## src/hw/spasc_pkg.sv

```systemverilog
// package for the serdes pcs ability/status/counter register bank
// assumes a single 20 MHz system clock and an axi4-lite register bus
package spasc_pkg;

	// -----------------------------------------------------------------
	// register indices (byte address is four times the index)
	// -----------------------------------------------------------------
	localparam logic [4:0] IDX_ADV_CFG = 5'h19;
	localparam logic [4:0] IDX_LP_CFG = 5'h1A;
	localparam logic [4:0] IDX_ALIGN_STAT = 5'h1B;
	localparam logic [4:0] IDX_GOOD_CNT = 5'h1C;
	localparam logic [4:0] IDX_CRCERR_CNT = 5'h1D;
	localparam logic [4:0] IDX_CTRL = 5'h1E;
	localparam logic [4:0] IDX_IRQ_STAT = 5'h1F;
	localparam logic [4:0] IDX_IRQ_CLR = 5'h10;
	localparam logic [4:0] IDX_IRQ_EN = 5'h11;

	// -----------------------------------------------------------------
	// field positions and reset values
	// -----------------------------------------------------------------
	localparam int STAT_REALIGN = 15;
	localparam int STAT_SIGDET = 14;
	localparam int STAT_FEFI = 13;
	localparam int STAT_COMMA = 12;
	localparam int STAT_POS_LSB = 8;
	localparam int STAT_HLS = 7;
	localparam int GOOD_SINCE = 15;
	localparam int SEL_LSB = 14;
	localparam int CTRL_FORCE = 0;
	localparam logic [15:0] ADV_RESET = 16'h0000;
	localparam logic [13:0] GOOD_WRAP = 14'h2710; // ten thousand
	localparam logic [7:0] CRCERR_MAX = 8'hFF;
	localparam logic [1:0] SEL_MEDIA = 2'h0;
	localparam logic [1:0] SEL_MAC = 2'h1;
	localparam int IRQ_W = 5;

	// -----------------------------------------------------------------
	// types
	// -----------------------------------------------------------------
	typedef struct packed {
		logic realign;
		logic sig_det;
		logic fefi;
		logic comma;
		logic [3:0] comma_pos;
		logic hls;
		logic cfg_valid;
		logic [15:0] cfg_word;
	} spasc_pcs_ev_t;

	typedef struct packed {
		logic good;
		logic crc_err;
	} spasc_pkt_ev_t;

endpackage : spasc_pkg

```

## src/hw/spasc_pkt_cnt.sv

```systemverilog
// receive crc good / crc error counters for one serdes source
// assumes events are single-cycle pulses on the system clock
module spasc_pkt_cnt
	import spasc_pkg::*;
(
	// clock and reset
	input wire logic clk,
	input wire logic rst,
	// events and clears
	input wire logic link_up,
	input spasc_pkt_ev_t ev,
	input wire logic good_clr,
	input wire logic err_clr,
	// counts
	output logic good_since,
	output logic [13:0] good_cnt,
	output logic [7:0] err_cnt
);

	// -----------------------------------------------------------------
	// next values: clear first, event counted after the clear
	// -----------------------------------------------------------------
	logic good_ev;
	logic err_ev;
	logic [13:0] good_base;
	logic [13:0] good_inc;
	logic [7:0] err_base;
	assign good_ev = ev.good & link_up;
	assign err_ev = ev.crc_err & link_up;
	assign good_base = good_clr ? 14'h0000 : good_cnt;
	assign good_inc = (good_base + 14'h0001 == GOOD_WRAP) ? 14'h0000 : good_base + 14'h0001;
	assign err_base = err_clr ? 8'h00 : err_cnt;

	// counter registers
	always_ff @(posedge clk or posedge rst) begin
		if (rst) begin
			good_cnt <= 14'h0000;
			good_since <= 1'b0;
			err_cnt <= 8'h00;
		end else begin
			good_cnt <= good_ev ? good_inc : good_base;
			good_since <= good_ev | (good_since & ~good_clr);
			err_cnt <= (err_ev && err_base != CRCERR_MAX) ? err_base + 8'h01 : err_base;
		end
	end

	chk_good_wrap: assert property (@(posedge clk) disable iff (rst)
		good_cnt < GOOD_WRAP) else $error("good counter past wrap");
	chk_err_link: assert property (@(posedge clk) disable iff (rst)
		!link_up && !err_clr |=> err_cnt == $past(err_cnt))
		else $error("error counter moved with link down");

endmodule : spasc_pkt_cnt

```

## src/hw/spasc_regs.sv

```systemverilog
// serdes pcs ability, alignment status and receive counter register bank
// assumes axi4-lite master on CLK_SYS; pcs events are single-cycle pulses
// or levels already on CLK_SYS

// Summary of operation
// - advertised word writable only while forced
// - advertised read undefined unless forced
// - capture last received partner config word
// - bit 15 comma realign, clears on read
// - bit 14 sticky signal detect, clear on read
// - bit 13 far-end fault, held until read
// - bit 12 live comma, read sets one
// - bits 11:8 comma position zero to nine
// - bit 7 halt line-state, held until read
// - good bit 15 packet since last read
// - good count wraps at ten thousand
// - good counter clears on read
// - select field picks media or mac counters
// - error count saturates, clears on read
// - counters advance only with link up
// - forced word replaces automatic advertised word
module spasc_regs
	import spasc_pkg::*;
(
	// clock and reset
	input wire logic CLK_SYS,
	input wire logic RST,
	// axi4-lite write channels
	input wire logic [31:0] S_AXI_AWADDR,
	input wire logic S_AXI_AWVALID,
	output logic S_AXI_AWREADY,
	input wire logic [31:0] S_AXI_WDATA,
	input wire logic [3:0] S_AXI_WSTRB,
	input wire logic S_AXI_WVALID,
	output logic S_AXI_WREADY,
	output logic [1:0] S_AXI_BRESP,
	output logic S_AXI_BVALID,
	input wire logic S_AXI_BREADY,
	// axi4-lite read channels
	input wire logic [31:0] S_AXI_ARADDR,
	input wire logic S_AXI_ARVALID,
	output logic S_AXI_ARREADY,
	output logic [31:0] S_AXI_RDATA,
	output logic [1:0] S_AXI_RRESP,
	output logic S_AXI_RVALID,
	input wire logic S_AXI_RREADY,
	// pcs side
	input spasc_pcs_ev_t PCS_EV,
	input wire logic [15:0] AUTO_ADV_WORD,
	input wire logic PROTO_XFER_MODE,
	input wire logic MEDIA_LINK_UP,
	input spasc_pkt_ev_t MEDIA_PKT,
	input spasc_pkt_ev_t MAC_PKT,
	// outputs
	output logic [15:0] ADV_WORD_OUT,
	output logic IRQ
);

	// -----------------------------------------------------------------
	// write channel: both halves latched in any order
	// -----------------------------------------------------------------
	logic aw_have_q;
	logic w_have_q;
	logic [4:0] aw_idx_q;
	logic aw_ok_q;
	logic [31:0] wdata_q;
	logic [3:0] wstrb_q;
	logic bvalid_q;
	logic bresp_err_q;
	logic wr_go;
	logic [4:0] aw_idx_in;
	logic aw_ok_in;
	logic wr_hit;

	assign aw_idx_in = S_AXI_AWADDR[6:2];
	assign aw_ok_in = (S_AXI_AWADDR[31:7] == 25'h0000000) && (S_AXI_AWADDR[1:0] == 2'h0);
	assign S_AXI_AWREADY = ~aw_have_q & ~bvalid_q;
	assign S_AXI_WREADY = ~w_have_q & ~bvalid_q;
	assign wr_go = aw_have_q & w_have_q & ~bvalid_q;
	assign S_AXI_BVALID = bvalid_q;
	assign S_AXI_BRESP = bresp_err_q ? 2'h2 : 2'h0;

	// write address/data capture
	always_ff @(posedge CLK_SYS or posedge RST) begin
		if (RST) begin
			aw_have_q <= 1'b0;
			w_have_q <= 1'b0;
			aw_idx_q <= 5'h00;
			aw_ok_q <= 1'b0;
			wdata_q <= 32'h00000000;
			wstrb_q <= 4'h0;
		end else begin
			if (S_AXI_AWVALID && S_AXI_AWREADY) begin
				aw_have_q <= 1'b1;
				aw_idx_q <= aw_idx_in;
				aw_ok_q <= aw_ok_in;
			end else if (wr_go) begin
				aw_have_q <= 1'b0;
			end
			if (S_AXI_WVALID && S_AXI_WREADY) begin
				w_have_q <= 1'b1;
				wdata_q <= S_AXI_WDATA;
				wstrb_q <= S_AXI_WSTRB;
			end else if (wr_go) begin
				w_have_q <= 1'b0;
			end
		end
	end

	// write response
	always_ff @(posedge CLK_SYS or posedge RST) begin
		if (RST) begin
			bvalid_q <= 1'b0;
			bresp_err_q <= 1'b0;
		end else if (wr_go) begin
			bvalid_q <= 1'b1;
			bresp_err_q <= ~wr_hit;
		end else if (S_AXI_BREADY) begin
			bvalid_q <= 1'b0;
		end
	end

	// -----------------------------------------------------------------
	// write decode
	// -----------------------------------------------------------------
	function automatic logic is_idx(input logic ok, input logic [4:0] idx, input logic [4:0] r);
		is_idx = ok && (idx == r);
	endfunction : is_idx

	logic wr_adv;
	logic wr_crc;
	logic wr_ctrl;
	logic wr_iclr;
	logic wr_ien;
	logic [15:0] wd16;
	assign wd16 = wdata_q[15:0];
	assign wr_adv = wr_go & is_idx(aw_ok_q, aw_idx_q, IDX_ADV_CFG);
	assign wr_crc = wr_go & is_idx(aw_ok_q, aw_idx_q, IDX_CRCERR_CNT);
	assign wr_ctrl = wr_go & is_idx(aw_ok_q, aw_idx_q, IDX_CTRL);
	assign wr_iclr = wr_go & is_idx(aw_ok_q, aw_idx_q, IDX_IRQ_CLR);
	assign wr_ien = wr_go & is_idx(aw_ok_q, aw_idx_q, IDX_IRQ_EN);
	assign wr_hit = aw_ok_q && (aw_idx_q inside {IDX_ADV_CFG, IDX_LP_CFG, IDX_ALIGN_STAT,
		IDX_GOOD_CNT, IDX_CRCERR_CNT, IDX_CTRL, IDX_IRQ_STAT, IDX_IRQ_CLR, IDX_IRQ_EN});

	// -----------------------------------------------------------------
	// read channel: one cycle after address, held until rready
	// -----------------------------------------------------------------
	logic rvalid_q;
	logic [31:0] rdata_q;
	logic rresp_err_q;
	logic rd_go;
	logic [4:0] ar_idx;
	logic ar_ok;
	logic rd_stat;
	logic rd_good;
	logic rd_crc;
	logic rd_hit;
	logic [15:0] rd_val;

	assign S_AXI_ARREADY = ~rvalid_q;
	assign rd_go = S_AXI_ARVALID & ~rvalid_q;
	assign ar_idx = S_AXI_ARADDR[6:2];
	assign ar_ok = (S_AXI_ARADDR[31:7] == 25'h0000000) && (S_AXI_ARADDR[1:0] == 2'h0);
	assign rd_stat = rd_go & is_idx(ar_ok, ar_idx, IDX_ALIGN_STAT);
	assign rd_good = rd_go & is_idx(ar_ok, ar_idx, IDX_GOOD_CNT);
	assign rd_crc = rd_go & is_idx(ar_ok, ar_idx, IDX_CRCERR_CNT);
	assign S_AXI_RVALID = rvalid_q;
	assign S_AXI_RDATA = rdata_q;
	assign S_AXI_RRESP = rresp_err_q ? 2'h2 : 2'h0;

	// -----------------------------------------------------------------
	// control, advertised word, partner word
	// -----------------------------------------------------------------
	logic force_adv_q;
	logic [15:0] adv_q;
	logic [15:0] lp_q;
	logic [1:0] sel_q;

	// software registers
	always_ff @(posedge CLK_SYS or posedge RST) begin
		if (RST) begin
			force_adv_q <= 1'b0;
			adv_q <= ADV_RESET;
			sel_q <= SEL_MEDIA;
		end else begin
			if (wr_ctrl && wstrb_q[0])
				force_adv_q <= wd16[CTRL_FORCE];
			if (wr_adv && force_adv_q && (&wstrb_q[1:0]))
				adv_q <= wd16;
			if (wr_crc && wstrb_q[1])
				sel_q <= wd16[SEL_LSB+:2];
		end
	end

	// partner word capture
	always_ff @(posedge CLK_SYS or posedge RST) begin
		if (RST)
			lp_q <= 16'h0000;
		else if (PCS_EV.cfg_valid)
			lp_q <= PCS_EV.cfg_word;
	end

	// forced word replaces the automatic one
	assign ADV_WORD_OUT = force_adv_q ? adv_q : AUTO_ADV_WORD;
	// unforced protocol-transfer read shows the live word; not guaranteed
	logic [15:0] adv_rd;
	assign adv_rd = (PROTO_XFER_MODE && !force_adv_q) ? AUTO_ADV_WORD : adv_q;

	// -----------------------------------------------------------------
	// alignment status: sticky bits except live comma and position, set wins over read clear
	// -----------------------------------------------------------------
	logic realign_q;
	logic sigdet_q;
	logic fefi_q;
	logic comma_q;
	logic hls_q;
	logic [3:0] pos_q;
	logic [15:0] stat_val;

	always_ff @(posedge CLK_SYS or posedge RST) begin
		if (RST) begin
			realign_q <= 1'b0;
			sigdet_q <= 1'b0;
			fefi_q <= 1'b0;
			comma_q <= 1'b0;
			hls_q <= 1'b0;
			pos_q <= 4'h0;
		end else begin
			realign_q <= PCS_EV.realign | (realign_q & ~rd_stat);
			sigdet_q <= PCS_EV.sig_det | (sigdet_q & ~rd_stat);
			fefi_q <= PCS_EV.fefi | (fefi_q & ~rd_stat);
			comma_q <= rd_stat | PCS_EV.comma;
			hls_q <= PCS_EV.hls | (hls_q & ~rd_stat);
			if (PCS_EV.comma_pos <= 4'h9)
				pos_q <= PCS_EV.comma_pos;
		end
	end

	assign stat_val = {realign_q, sigdet_q, fefi_q, comma_q, pos_q, hls_q, 7'h00};

	// -----------------------------------------------------------------
	// receive counters, one set per source
	// -----------------------------------------------------------------
	logic [1:0] since_v;
	logic [13:0] good_v [2];
	logic [7:0] err_v [2];
	spasc_pkt_ev_t pkt_v [2];
	logic media_sel;
	logic mac_sel;
	assign pkt_v[0] = MEDIA_PKT;
	assign pkt_v[1] = MAC_PKT;
	assign media_sel = (sel_q == SEL_MEDIA);
	assign mac_sel = (sel_q == SEL_MAC);

	genvar gi;
	generate
		for (gi = 0; gi < 2; gi++) begin : g_cnt
			spasc_pkt_cnt u_cnt (
				.clk(CLK_SYS),
				.rst(RST),
				.link_up(MEDIA_LINK_UP),
				.ev(pkt_v[gi]),
				.good_clr(rd_good & (gi == 0 ? media_sel : mac_sel)),
				.err_clr(rd_crc & (gi == 0 ? media_sel : mac_sel)),
				.good_since(since_v[gi]),
				.good_cnt(good_v[gi]),
				.err_cnt(err_v[gi])
			);
		end
	endgenerate

	// counter view of the selected source, reserved select reads zero counts
	logic [15:0] good_val;
	logic [15:0] crc_val;
	assign good_val = media_sel ? {since_v[0], 1'b0, good_v[0]} :
		mac_sel ? {since_v[1], 1'b0, good_v[1]} : 16'h0000;
	assign crc_val = {sel_q, 6'h00, media_sel ? err_v[0] : mac_sel ? err_v[1] : 8'h00};

	// -----------------------------------------------------------------
	// interrupt: sticky event bits, write-one clear, enable mask
	// -----------------------------------------------------------------
	logic [IRQ_W-1:0] irq_stat_q;
	logic [IRQ_W-1:0] irq_en_q;
	logic [IRQ_W-1:0] irq_set;
	assign irq_set = {PCS_EV.hls, PCS_EV.fefi, PCS_EV.sig_det, PCS_EV.realign,
		(MEDIA_PKT.crc_err | MAC_PKT.crc_err) & MEDIA_LINK_UP};

	always_ff @(posedge CLK_SYS or posedge RST) begin
		if (RST) begin
			irq_stat_q <= '0;
			irq_en_q <= '0;
		end else begin
			irq_stat_q <= irq_set | (irq_stat_q & ~(wr_iclr ? wd16[IRQ_W-1:0] : '0));
			if (wr_ien)
				irq_en_q <= wd16[IRQ_W-1:0];
		end
	end

	assign IRQ = |(irq_stat_q & irq_en_q);

	// -----------------------------------------------------------------
	// read mux and response
	// -----------------------------------------------------------------
	always_comb begin
		rd_val = 16'h0000;
		rd_hit = ar_ok;
		case (ar_idx)
			IDX_ADV_CFG: rd_val = adv_rd;
			IDX_LP_CFG: rd_val = lp_q;
			IDX_ALIGN_STAT: rd_val = stat_val;
			IDX_GOOD_CNT: rd_val = good_val;
			IDX_CRCERR_CNT: rd_val = crc_val;
			IDX_CTRL: rd_val = {15'h0000, force_adv_q};
			IDX_IRQ_STAT: rd_val = {11'h000, irq_stat_q};
			IDX_IRQ_EN: rd_val = {11'h000, irq_en_q};
			IDX_IRQ_CLR: rd_val = 16'h0000;
			default: rd_hit = 1'b0;
		endcase
	end

	always_ff @(posedge CLK_SYS or posedge RST) begin
		if (RST) begin
			rvalid_q <= 1'b0;
			rdata_q <= 32'h00000000;
			rresp_err_q <= 1'b0;
		end else if (rd_go) begin
			rvalid_q <= 1'b1;
			rdata_q <= {16'h0000, rd_val};
			rresp_err_q <= ~rd_hit;
		end else if (S_AXI_RREADY) begin
			rvalid_q <= 1'b0;
		end
	end

	// -----------------------------------------------------------------
	// checks
	// -----------------------------------------------------------------
	chk_adv_locked: assert property (@(posedge CLK_SYS) disable iff (RST)
		!force_adv_q |=> adv_q == $past(adv_q)) else $error("advertised word changed unforced");
	chk_adv_drive: assert property (@(posedge CLK_SYS) disable iff (RST)
		force_adv_q |-> ADV_WORD_OUT == adv_q) else $error("forced word not advertised");
	chk_lp_capture: assert property (@(posedge CLK_SYS) disable iff (RST)
		PCS_EV.cfg_valid |=> lp_q == $past(PCS_EV.cfg_word)) else $error("partner word lost");
	chk_realign_hold: assert property (@(posedge CLK_SYS) disable iff (RST)
		realign_q && !rd_stat |=> realign_q) else $error("realign bit dropped unread");
	chk_sigdet_set: assert property (@(posedge CLK_SYS) disable iff (RST)
		PCS_EV.sig_det |=> sigdet_q) else $error("signal detect not latched");
	chk_fefi_clear: assert property (@(posedge CLK_SYS) disable iff (RST)
		rd_stat && !PCS_EV.fefi |=> !fefi_q) else $error("fault bit not cleared by read");
	chk_comma_read: assert property (@(posedge CLK_SYS) disable iff (RST)
		rd_stat |=> comma_q) else $error("comma bit not set by read");
	chk_pos_range: assert property (@(posedge CLK_SYS) disable iff (RST)
		pos_q <= 4'h9) else $error("comma position out of range");
	chk_hls_hold: assert property (@(posedge CLK_SYS) disable iff (RST)
		PCS_EV.hls ##1 !rd_stat |=> hls_q) else $error("halt line bit lost");
	chk_rd_answer: assert property (@(posedge CLK_SYS) disable iff (RST)
		rd_go |=> S_AXI_RVALID) else $error("read not answered next cycle");
	cov_force_write: cover property (@(posedge CLK_SYS) disable iff (RST) wr_adv && force_adv_q);
	cov_stat_read: cover property (@(posedge CLK_SYS) disable iff (RST) rd_stat && realign_q);
	cov_mac_good: cover property (@(posedge CLK_SYS) disable iff (RST) rd_good && mac_sel);
	cov_irq: cover property (@(posedge CLK_SYS) disable iff (RST) $rose(IRQ));

endmodule : spasc_regs

```

## config.mk

```make
export PLATFORM = sky130hd
export DESIGN_NAME = spasc_regs
export DESIGN_NICKNAME = d
export VERILOG_FILES = /design/src/hw/spasc_pkg.sv /design/src/hw/spasc_pkt_cnt.sv /design/src/hw/spasc_regs.sv
export SDC_FILE = /design/constraint.sdc
export NUM_CORES = 1
export LEC_CHECK = 0
export ABC_AREA = 0
export BUFFER_PORTS_ARGS = -buffer_cell sky130_fd_sc_hd__buf_4
export CAP_MARGIN = 40
export CORE_MARGIN = 2
export CORE_UTILIZATION = 54
export CTS_CLUSTER_DIAMETER = 60
export DETAILED_ROUTE_END_ITERATION = 8
export GPL_TIMING_DRIVEN = 0
export PLACE_DENSITY = 0.81
export SLEW_MARGIN = 30
export SYNTH_ARGS = -nofsm -noshare
export SYNTH_HDL_FRONTEND = slang
export SYNTH_SLANG_ARGS = --single-unit
```

## constraint.sdc

```tcl
create_clock -name CLK_SYS -period 5.99 [get_ports CLK_SYS]
set_clock_uncertainty 0.05 [all_clocks]
set_input_delay 0.599 -clock CLK_SYS [delete_from_list [all_inputs] [get_ports CLK_SYS]]
set_output_delay 0.599 -clock CLK_SYS [all_outputs]
set_load 0.01 [all_outputs]
```

==> results of run 1 <==
==> critical path, cell delays in order (launching register included) <==
cell and delay [ps]:
dfrtp_1 390, nor2b_1 120, buf_2 250, nand4_4 230, or4_4 630, and2_1 220, ha_1 270, or4b_2 610
o21ai_0 100, o2111ai_1 240, o311ai_0 410, a31oi_1 130
==> cells by family (layout without fill, tap and decap cells) <==
family	count (synthesis)	in the layout	share of synthesized area
buffers and inverters	69	277	0.0445
muxes	123	123	0.166
DFF	146	146	0.451
and+or+nand+nor	248	248	0.175
adders and majority gates	6	6	0.00927
other	1	19	0.000463
AOI/OAI and AO/OA	136	136	0.113
xor gates and xnor gates	37	37	0.0400
==> power by group through the flow <==
| stage | logic [mW] | registers (mW) | clock network, mW |
|---|---|---|---|
| after floorplan | 0.478 | 1.30 | 0 |
| after global placement | 0.680 | 1.35 | 0 |
| after detailed placement | 0.708 | 1.36 | 0 |
| after CTS | 0.710 | 1.34 | 1.01 |
| after global routing | 0.781 | 1.37 | 1.05 |
| final | 0.712 | 1.35 | 1.00 |
==> how the worst max path moves through the flow <==
| stage | cells past startpoint | endpoint | slack [ps] | start |
|---|---|---|---|---|
| final | 11 | g_cnt[1].u_cnt.good_cnt[13]$_DFF_PP0_ | 2190 | S_AXI_RVALID$_DFFE_PP0P_ |
| after global routing | 12 | g_cnt[1].u_cnt.good_cnt[13]$_DFF_PP0_ | 1880 | S_AXI_RVALID$_DFFE_PP0P_ |
| after CTS | 11 | g_cnt[1].u_cnt.good_cnt[13]$_DFF_PP0_ | 2200 | S_AXI_RVALID$_DFFE_PP0P_ |
| after detailed placement | 11 | g_cnt[1].u_cnt.good_cnt[13]$_DFF_PP0_ | 1870 | S_AXI_ARADDR[25] |
| after global placement | 2 | g_cnt[1].u_cnt.err_cnt[3]$_DFF_PP0_ | -200 | RST |
| after floorplan | 1 | S_AXI_BVALID$_DFFE_PP0P_ | 1420 | RST |
==> registers in the layout (all words and copies together), names as in the netlist, 2 cells and up <==
register / cells
sel_q: 2
wdata_q: 16
irq_stat_q: 5
aw_idx_q: 5
g_cnt.u_cnt.err_cnt: 16
adv_q: 16
g_cnt.u_cnt.good_cnt: 28
wstrb_q: 2
irq_en_q: 5
pos_q: 4
S_AXI_RDATA: 16
lp_q: 16
g_cnt.u_cnt.good_since: 2
==> area by class of cell <==
type | instances | share of cell area
multi-input cells | 568 | 0.403
flip-flops and latches | 146 | 0.355
repair buffers | 176 | 0.130
clock buffers | 20 | 0.0444
plain buffers | 58 | 0.0310
well taps | 184 | 0.0224
clock inverters | 12 | 0.00960
inverters | 11 | 0.00474
diodes | 1 | 0.000243
==> cell usage after synthesis (10+ instances only) <==
cell	count
a21oi_1	21
dfrtp_1	146
nor4_1	10
nand3_1	21
mux2i_1	34
xor2_1	22
inv_1	11
nor2b_1	10
buf_2	12
xnor2_1	15
buf_4	21
nor3_1	13
nand2_1	62
mux2_2	89
clkbuf_1	20
and3_1	14
nor2_1	50
a31oi_1	10
nand4_1	10
o21ai_0	31
==> routing by layer <==
metal	part of all wire	GRT usage
met1	0.40	0.355
met2	0.48	0.464
met3	0.092	0.0784
met4	0.024	0.0879
met5	0	0
==> run metrics, run 1 <==
CTS root buf clkbuf_16; Rows 44; RR Startpoint S_AXI_RVALID$_DFFE_PP0P_; Place WS 1870 ps; Pleak 4.61 nW; Unique masters post-synth 65; design area 10,300 um^2; path depth of the worst reg2reg path 11; cells after synthesis 766; commonest non-fill, non-tap cell in the layout buf_4; CTS sink count 146; pin count of the biggest net entering global routing 76; Internal Dissipation 2.10 mW; grt total ovfl 0; CTS clk-pin slew, worst paths 60 ps; register share of total power 0.441; final WL 21.9 mm; combinational share of power 0.233; Slew headroom 0.486; die width 126 um; worst path required time 6220 ps; initial antenna violation count 0; Sw Share 0.315; share of cells above drive strength 1 0.356; R2R setup slack 2190 ps; Slew @ Worst Pin 771 ps; cts hold-fix bufs 0; Startpoint Class flip-flop; via count 6,865; Critical Path AT 4030 ps; Port Buffers 174; clk buf depth 2; H-tree depth 4; die area 16,000 um^2; commonest non-fill, non-tap cells in the layout 195 x buf_4, 146 x dfrtp_1, 89 x mux2_2; share of the synthesized area in the top cell type 0.451; Die Ht 126 um; area leader, netlist dfrtp_1; max-slew violation count 0; syn_area_per_cell 10.6 um^2; global-route wire length before repair 34.9 mm; Util after Layout 0.705; top post-synthesis cells by area dfrtp_1 45%, mux2_2 12%, mux2i_1 4.2%; Ports 213; post-cts resize count 0; DRT iter0 DRCs 593; hold slack final 164 ps; Area Growth Syn to Fin 27.2%; area of the multi-input gates 4140 um^2; clk_lat worst skew 430 ps; Crit. End Element flip-flop; endpoints failing hold 0; sequential area share after synthesis 0.451; Total Neg Setup Slack 0 ps; DRC errors left 0; final setup fails 0; wire per inst 18.6 um; Core ar. 14,600 um^2; final period utilization 0.634; vias in the first global route 6,684; initial core utilization 0.555; GPL Wtd Cong 0.874; Cell Area, Synth 8090 um^2; placed inst area 9730 um^2; first drt pass iteration count 5; gr usage total 0.279; flip-flop and latch area 3650 um^2; Max Clk Rate 0.263 GHz; Vias/cell 5.84; Pwr Total 3.06 mW; status finished clean; EDFF count, synth 0; CTS tree done; Seq cells post-synth 146; critical path type reg2reg; clock network fraction of total power 0.327; Post-Layout Cell Count 1,176; max_cap viols 0; Tmin final 3800 ps; Peak VDD IR 0.000298 V; P per Cell Area 297 nW/um^2; Final HPWL DP 16.6 mm; Antenna Nets Post-Route 0; asr flop ratio synth 1.00; fill count 1,114; NetSw 0.964 mW; Final Net Count 1,139; dpl cells 1,143; worst hold path type in2async; setup ws final 2190 ps; clock buffer count from CTS 17; FF-to-FF End g_cnt[1].u_cnt.good_cnt[13]$_DFF_PP0_; Warnings, synthesis 0; unrepaired setup endpoints after global routing no; crit-path max FO 7; Post-CTS Setup Repair Bufs 0; top_reg_cell synth dfrtp_1
Power figures use the tool's default switching activity.
==> run 2: changes to the inputs <==
CORE_UTILIZATION = 48   (was 54)
PLACE_DENSITY = 0.77   (was 0.81)
clock period = 3.2 ns   (was 5.99 ns; I/O delays follow)
==> run metrics, run 2 (synthesized netlist as in run 1, its figures left out) <==
commonest non-fill, non-tap cells in the layout 210 x buf_4, 146 x dfrtp_1, 89 x mux2_2 (was 195 x buf_4, 146 x dfrtp_1, 89 x mux2_2); Top Family by Delay on Critical Path simple AND/OR/NAND/NOR gates (unchanged); combinational share of power 0.237 (was 0.233); max-slew violation count 0 (unchanged); Tmin final 3120 ps (was 3800 ps); R2R setup slack 80 ps (was 2190 ps); initial antenna violation count 0 (unchanged); Core ar. 16,500 um^2 (was 14,600 um^2); critical path type reg2reg (unchanged); die width 134 um (was 126 um); Internal Dissipation 4.13 mW (was 2.10 mW); Slowest cell on crit path or4_4 (unchanged); Buf+Inv Stages, Crit Path 1 (unchanged); # diodes 0 (was 1); global-route wire length before repair 35.6 mm (was 34.9 mm); grt total ovfl 0 (unchanged); endpoints failing hold 0 (unchanged); final setup fails 0 (unchanged); DRT iter0 DRCs 560 (was 593); clock buffer count from CTS 17 (unchanged); max incr delay on CP 590 ps (was 630 ps); P per Cell Area 559 nW/um^2 (was 297 nW/um^2); pin count of the biggest net entering global routing 31 (was 76); DRC errors left 0 (unchanged); Startpoint Class flip-flop (unchanged); vias in the first global route 6,947 (was 6,684); Crit. End Element flip-flop (unchanged); Die Ht 134 um (was 126 um); commonest non-fill, non-tap cell in the layout buf_4 (unchanged); H-tree depth 4 (unchanged); first drt pass iteration count 6 (was 5); GPL Wtd Cong 0.868 (was 0.874); wire per inst 18.3 um (was 18.6 um); Slew headroom 0.465 (was 0.486); FF-to-FF End g_cnt[1].u_cnt.good_cnt[13]$_DFF_PP0_ (unchanged); register share of total power 0.419 (was 0.441); die area 17,900 um^2 (was 16,000 um^2); clk buf depth 2 (unchanged); clock network fraction of total power 0.344 (was 0.327); Post-Layout Cell Count 1,229 (was 1,176); CTS sink count 146 (unchanged); Ports 213 (unchanged); Slew @ Worst Pin 800 ps (was 771 ps); path depth of the worst reg2reg path 12 (was 11); CTS clk-pin slew, worst paths 70 ps (was 60 ps); design area 10,800 um^2 (was 10,300 um^2); worst hold path type in2reg (was in2async); CTS tree done (unchanged); Critical Path AT 3340 ps (was 4030 ps); Final Net Count 1,157 (was 1,139); gr usage total 0.255 (was 0.279); Vias/cell 5.62 (was 5.84); RR Startpoint S_AXI_RVALID$_DFFE_PP0P_ (unchanged); share of cells above drive strength 1 0.382 (was 0.356); Port Buffers 174 (unchanged); status finished clean (unchanged); Total Neg Setup Slack 0 ps (unchanged); worst path required time 3420 ps (was 6220 ps); CTS root buf clkbuf_16 (unchanged); Reg with most FFs g_cnt.u_cnt.good_cnt (unchanged); worst hold path stage count 2; Antenna Nets Post-Route 0 (unchanged); final period utilization 0.976 (was 0.634); placed inst area 9920 um^2 (was 9730 um^2); Pleak 4.78 nW (was 4.61 nW); Sw Share 0.314 (was 0.315); worst-path cell chain nor2b_1 -> buf_4 -> nand4_4 -> or4_4 -> and2_4 -> ha_4 -> nand2_4 -> nand3b_1 -> a2111oi_4 -> o2111ai_4 -> o311ai_1 -> a31oi_1 (was nor2b_1 -> buf_2 -> nand4_4 -> or4_4 -> and2_1 -> ha_1 -> or4b_2 -> o21ai_0 -> o2111ai_1 -> o311ai_0 -> a31oi_1); Hold Crit Endpoint S_AXI_BVALID$_DFFE_PP0P_; crit-path max FO 4 (was 7); final WL 22.5 mm (was 21.9 mm); Area Growth Syn to Fin 33.0% (was 27.2%); dpl cells 1,182 (was 1,143); initial core utilization 0.490 (was 0.555); Max Clk Rate 0.320 GHz (was 0.263 GHz); max FFs per register 28 (unchanged); Final HPWL DP 17.2 mm (was 16.6 mm); via count 6,911 (was 6,865); Hold Startpoint S_AXI_BREADY; Rows 47 (was 44); unrepaired setup endpoints after global routing yes (was no); clk_lat worst skew 430 ps (about the same); Peak VDD IR 0.000495 V (was 0.000298 V); max_cap viols 0 (unchanged); NetSw 1.89 mW (was 0.964 mW)
==> run 2: changes by cell type in the layout (fill, tap and decap cells not counted), sizes merged <==
cell and change:
dlygate4sd3 +1, clkinv -2, diode -1, buf +16, inv +4, clkinvlp -1, bufinv +2, clkbuf -2
==> run 2: what timing repair did <==
action / 4_1_cts / 5_1_grt
hold buffers: 1 / 0
endpoints found under the hold margin: 22 / 0
buffers inserted: 7 / 7
resized for setup: 12 / 14
setup endpoints to repair: 14 / 16
pin swaps: 6 / 3
==> run 2: routing by layer <==
layer | up-vias | track usage | share of wire
met5 | - | 0 | 0
li1 | 3241 | - | -
met4 | 0 | 0.0780 | 0.021
met3 | 34 | 0.0718 | 0.083
met1 | 3338 | 0.319 | 0.41
met2 | 298 | 0.432 | 0.49
==> run 2: power by group through the flow <==
stage	Clock (mW)	Combinational (mW)	Sequential [mW]
after detailed placement	0	1.34	2.54
final	2.07	1.43	2.52
after floorplan	0	0.904	2.43
after CTS	2.09	1.39	2.51
after global routing	2.17	1.57	2.57
after global placement	0	1.29	2.53
==> run 2: stage by stage <==
stage | worst slack, ps | util | hold WS (ps) | total power, mW
2_1_floorplan | 10.0 | - | 360 | 3.34
3_3_place_gp | -484 | 0.593 | 405 | 3.82
3_5_place_dp | -473 | 0.600 | 403 | 3.88
4_1_cts | 43.3 | 0.645 | 8.59 | 5.98
5_1_grt | -68.3 | 0.652 | 11.9 | 6.31
6_report | 77.5 | 0.652 | 18.3 | 6.02
==> run 2: area by class of cell <==
cell class	instances	area, um^2
Buffer	58	333
Clock buffer	17	425
Inverter	11	45.0
Timing Repair Buffer	194	1540
Multi-Input combinational cell	568	4310
Tap cell	220	275
Fill cell	1315	5760
Sequential cell	146	3650
Clock inverter	15	181
==> run 2: worst max-delay path by stage <==
stage	startpoint	endpoint	cells past startpoint
2_1_floorplan	S_AXI_ARADDR[21]	g_cnt[1].u_cnt.good_cnt[13]$_DFF_PP0_	10
3_3_place_gp	S_AXI_ARADDR[21]	g_cnt[1].u_cnt.good_cnt[4]$_DFF_PP0_	12
3_5_place_dp	S_AXI_ARADDR[10]	g_cnt[0].u_cnt.good_cnt[1]$_DFF_PP0_	12
4_1_cts	S_AXI_RVALID$_DFFE_PP0P_	g_cnt[0].u_cnt.good_cnt[1]$_DFF_PP0_	12
5_1_grt	S_AXI_RVALID$_DFFE_PP0P_	g_cnt[1].u_cnt.good_cnt[13]$_DFF_PP0_	12
6_report	S_AXI_RVALID$_DFFE_PP0P_	g_cnt[1].u_cnt.good_cnt[13]$_DFF_PP0_	12
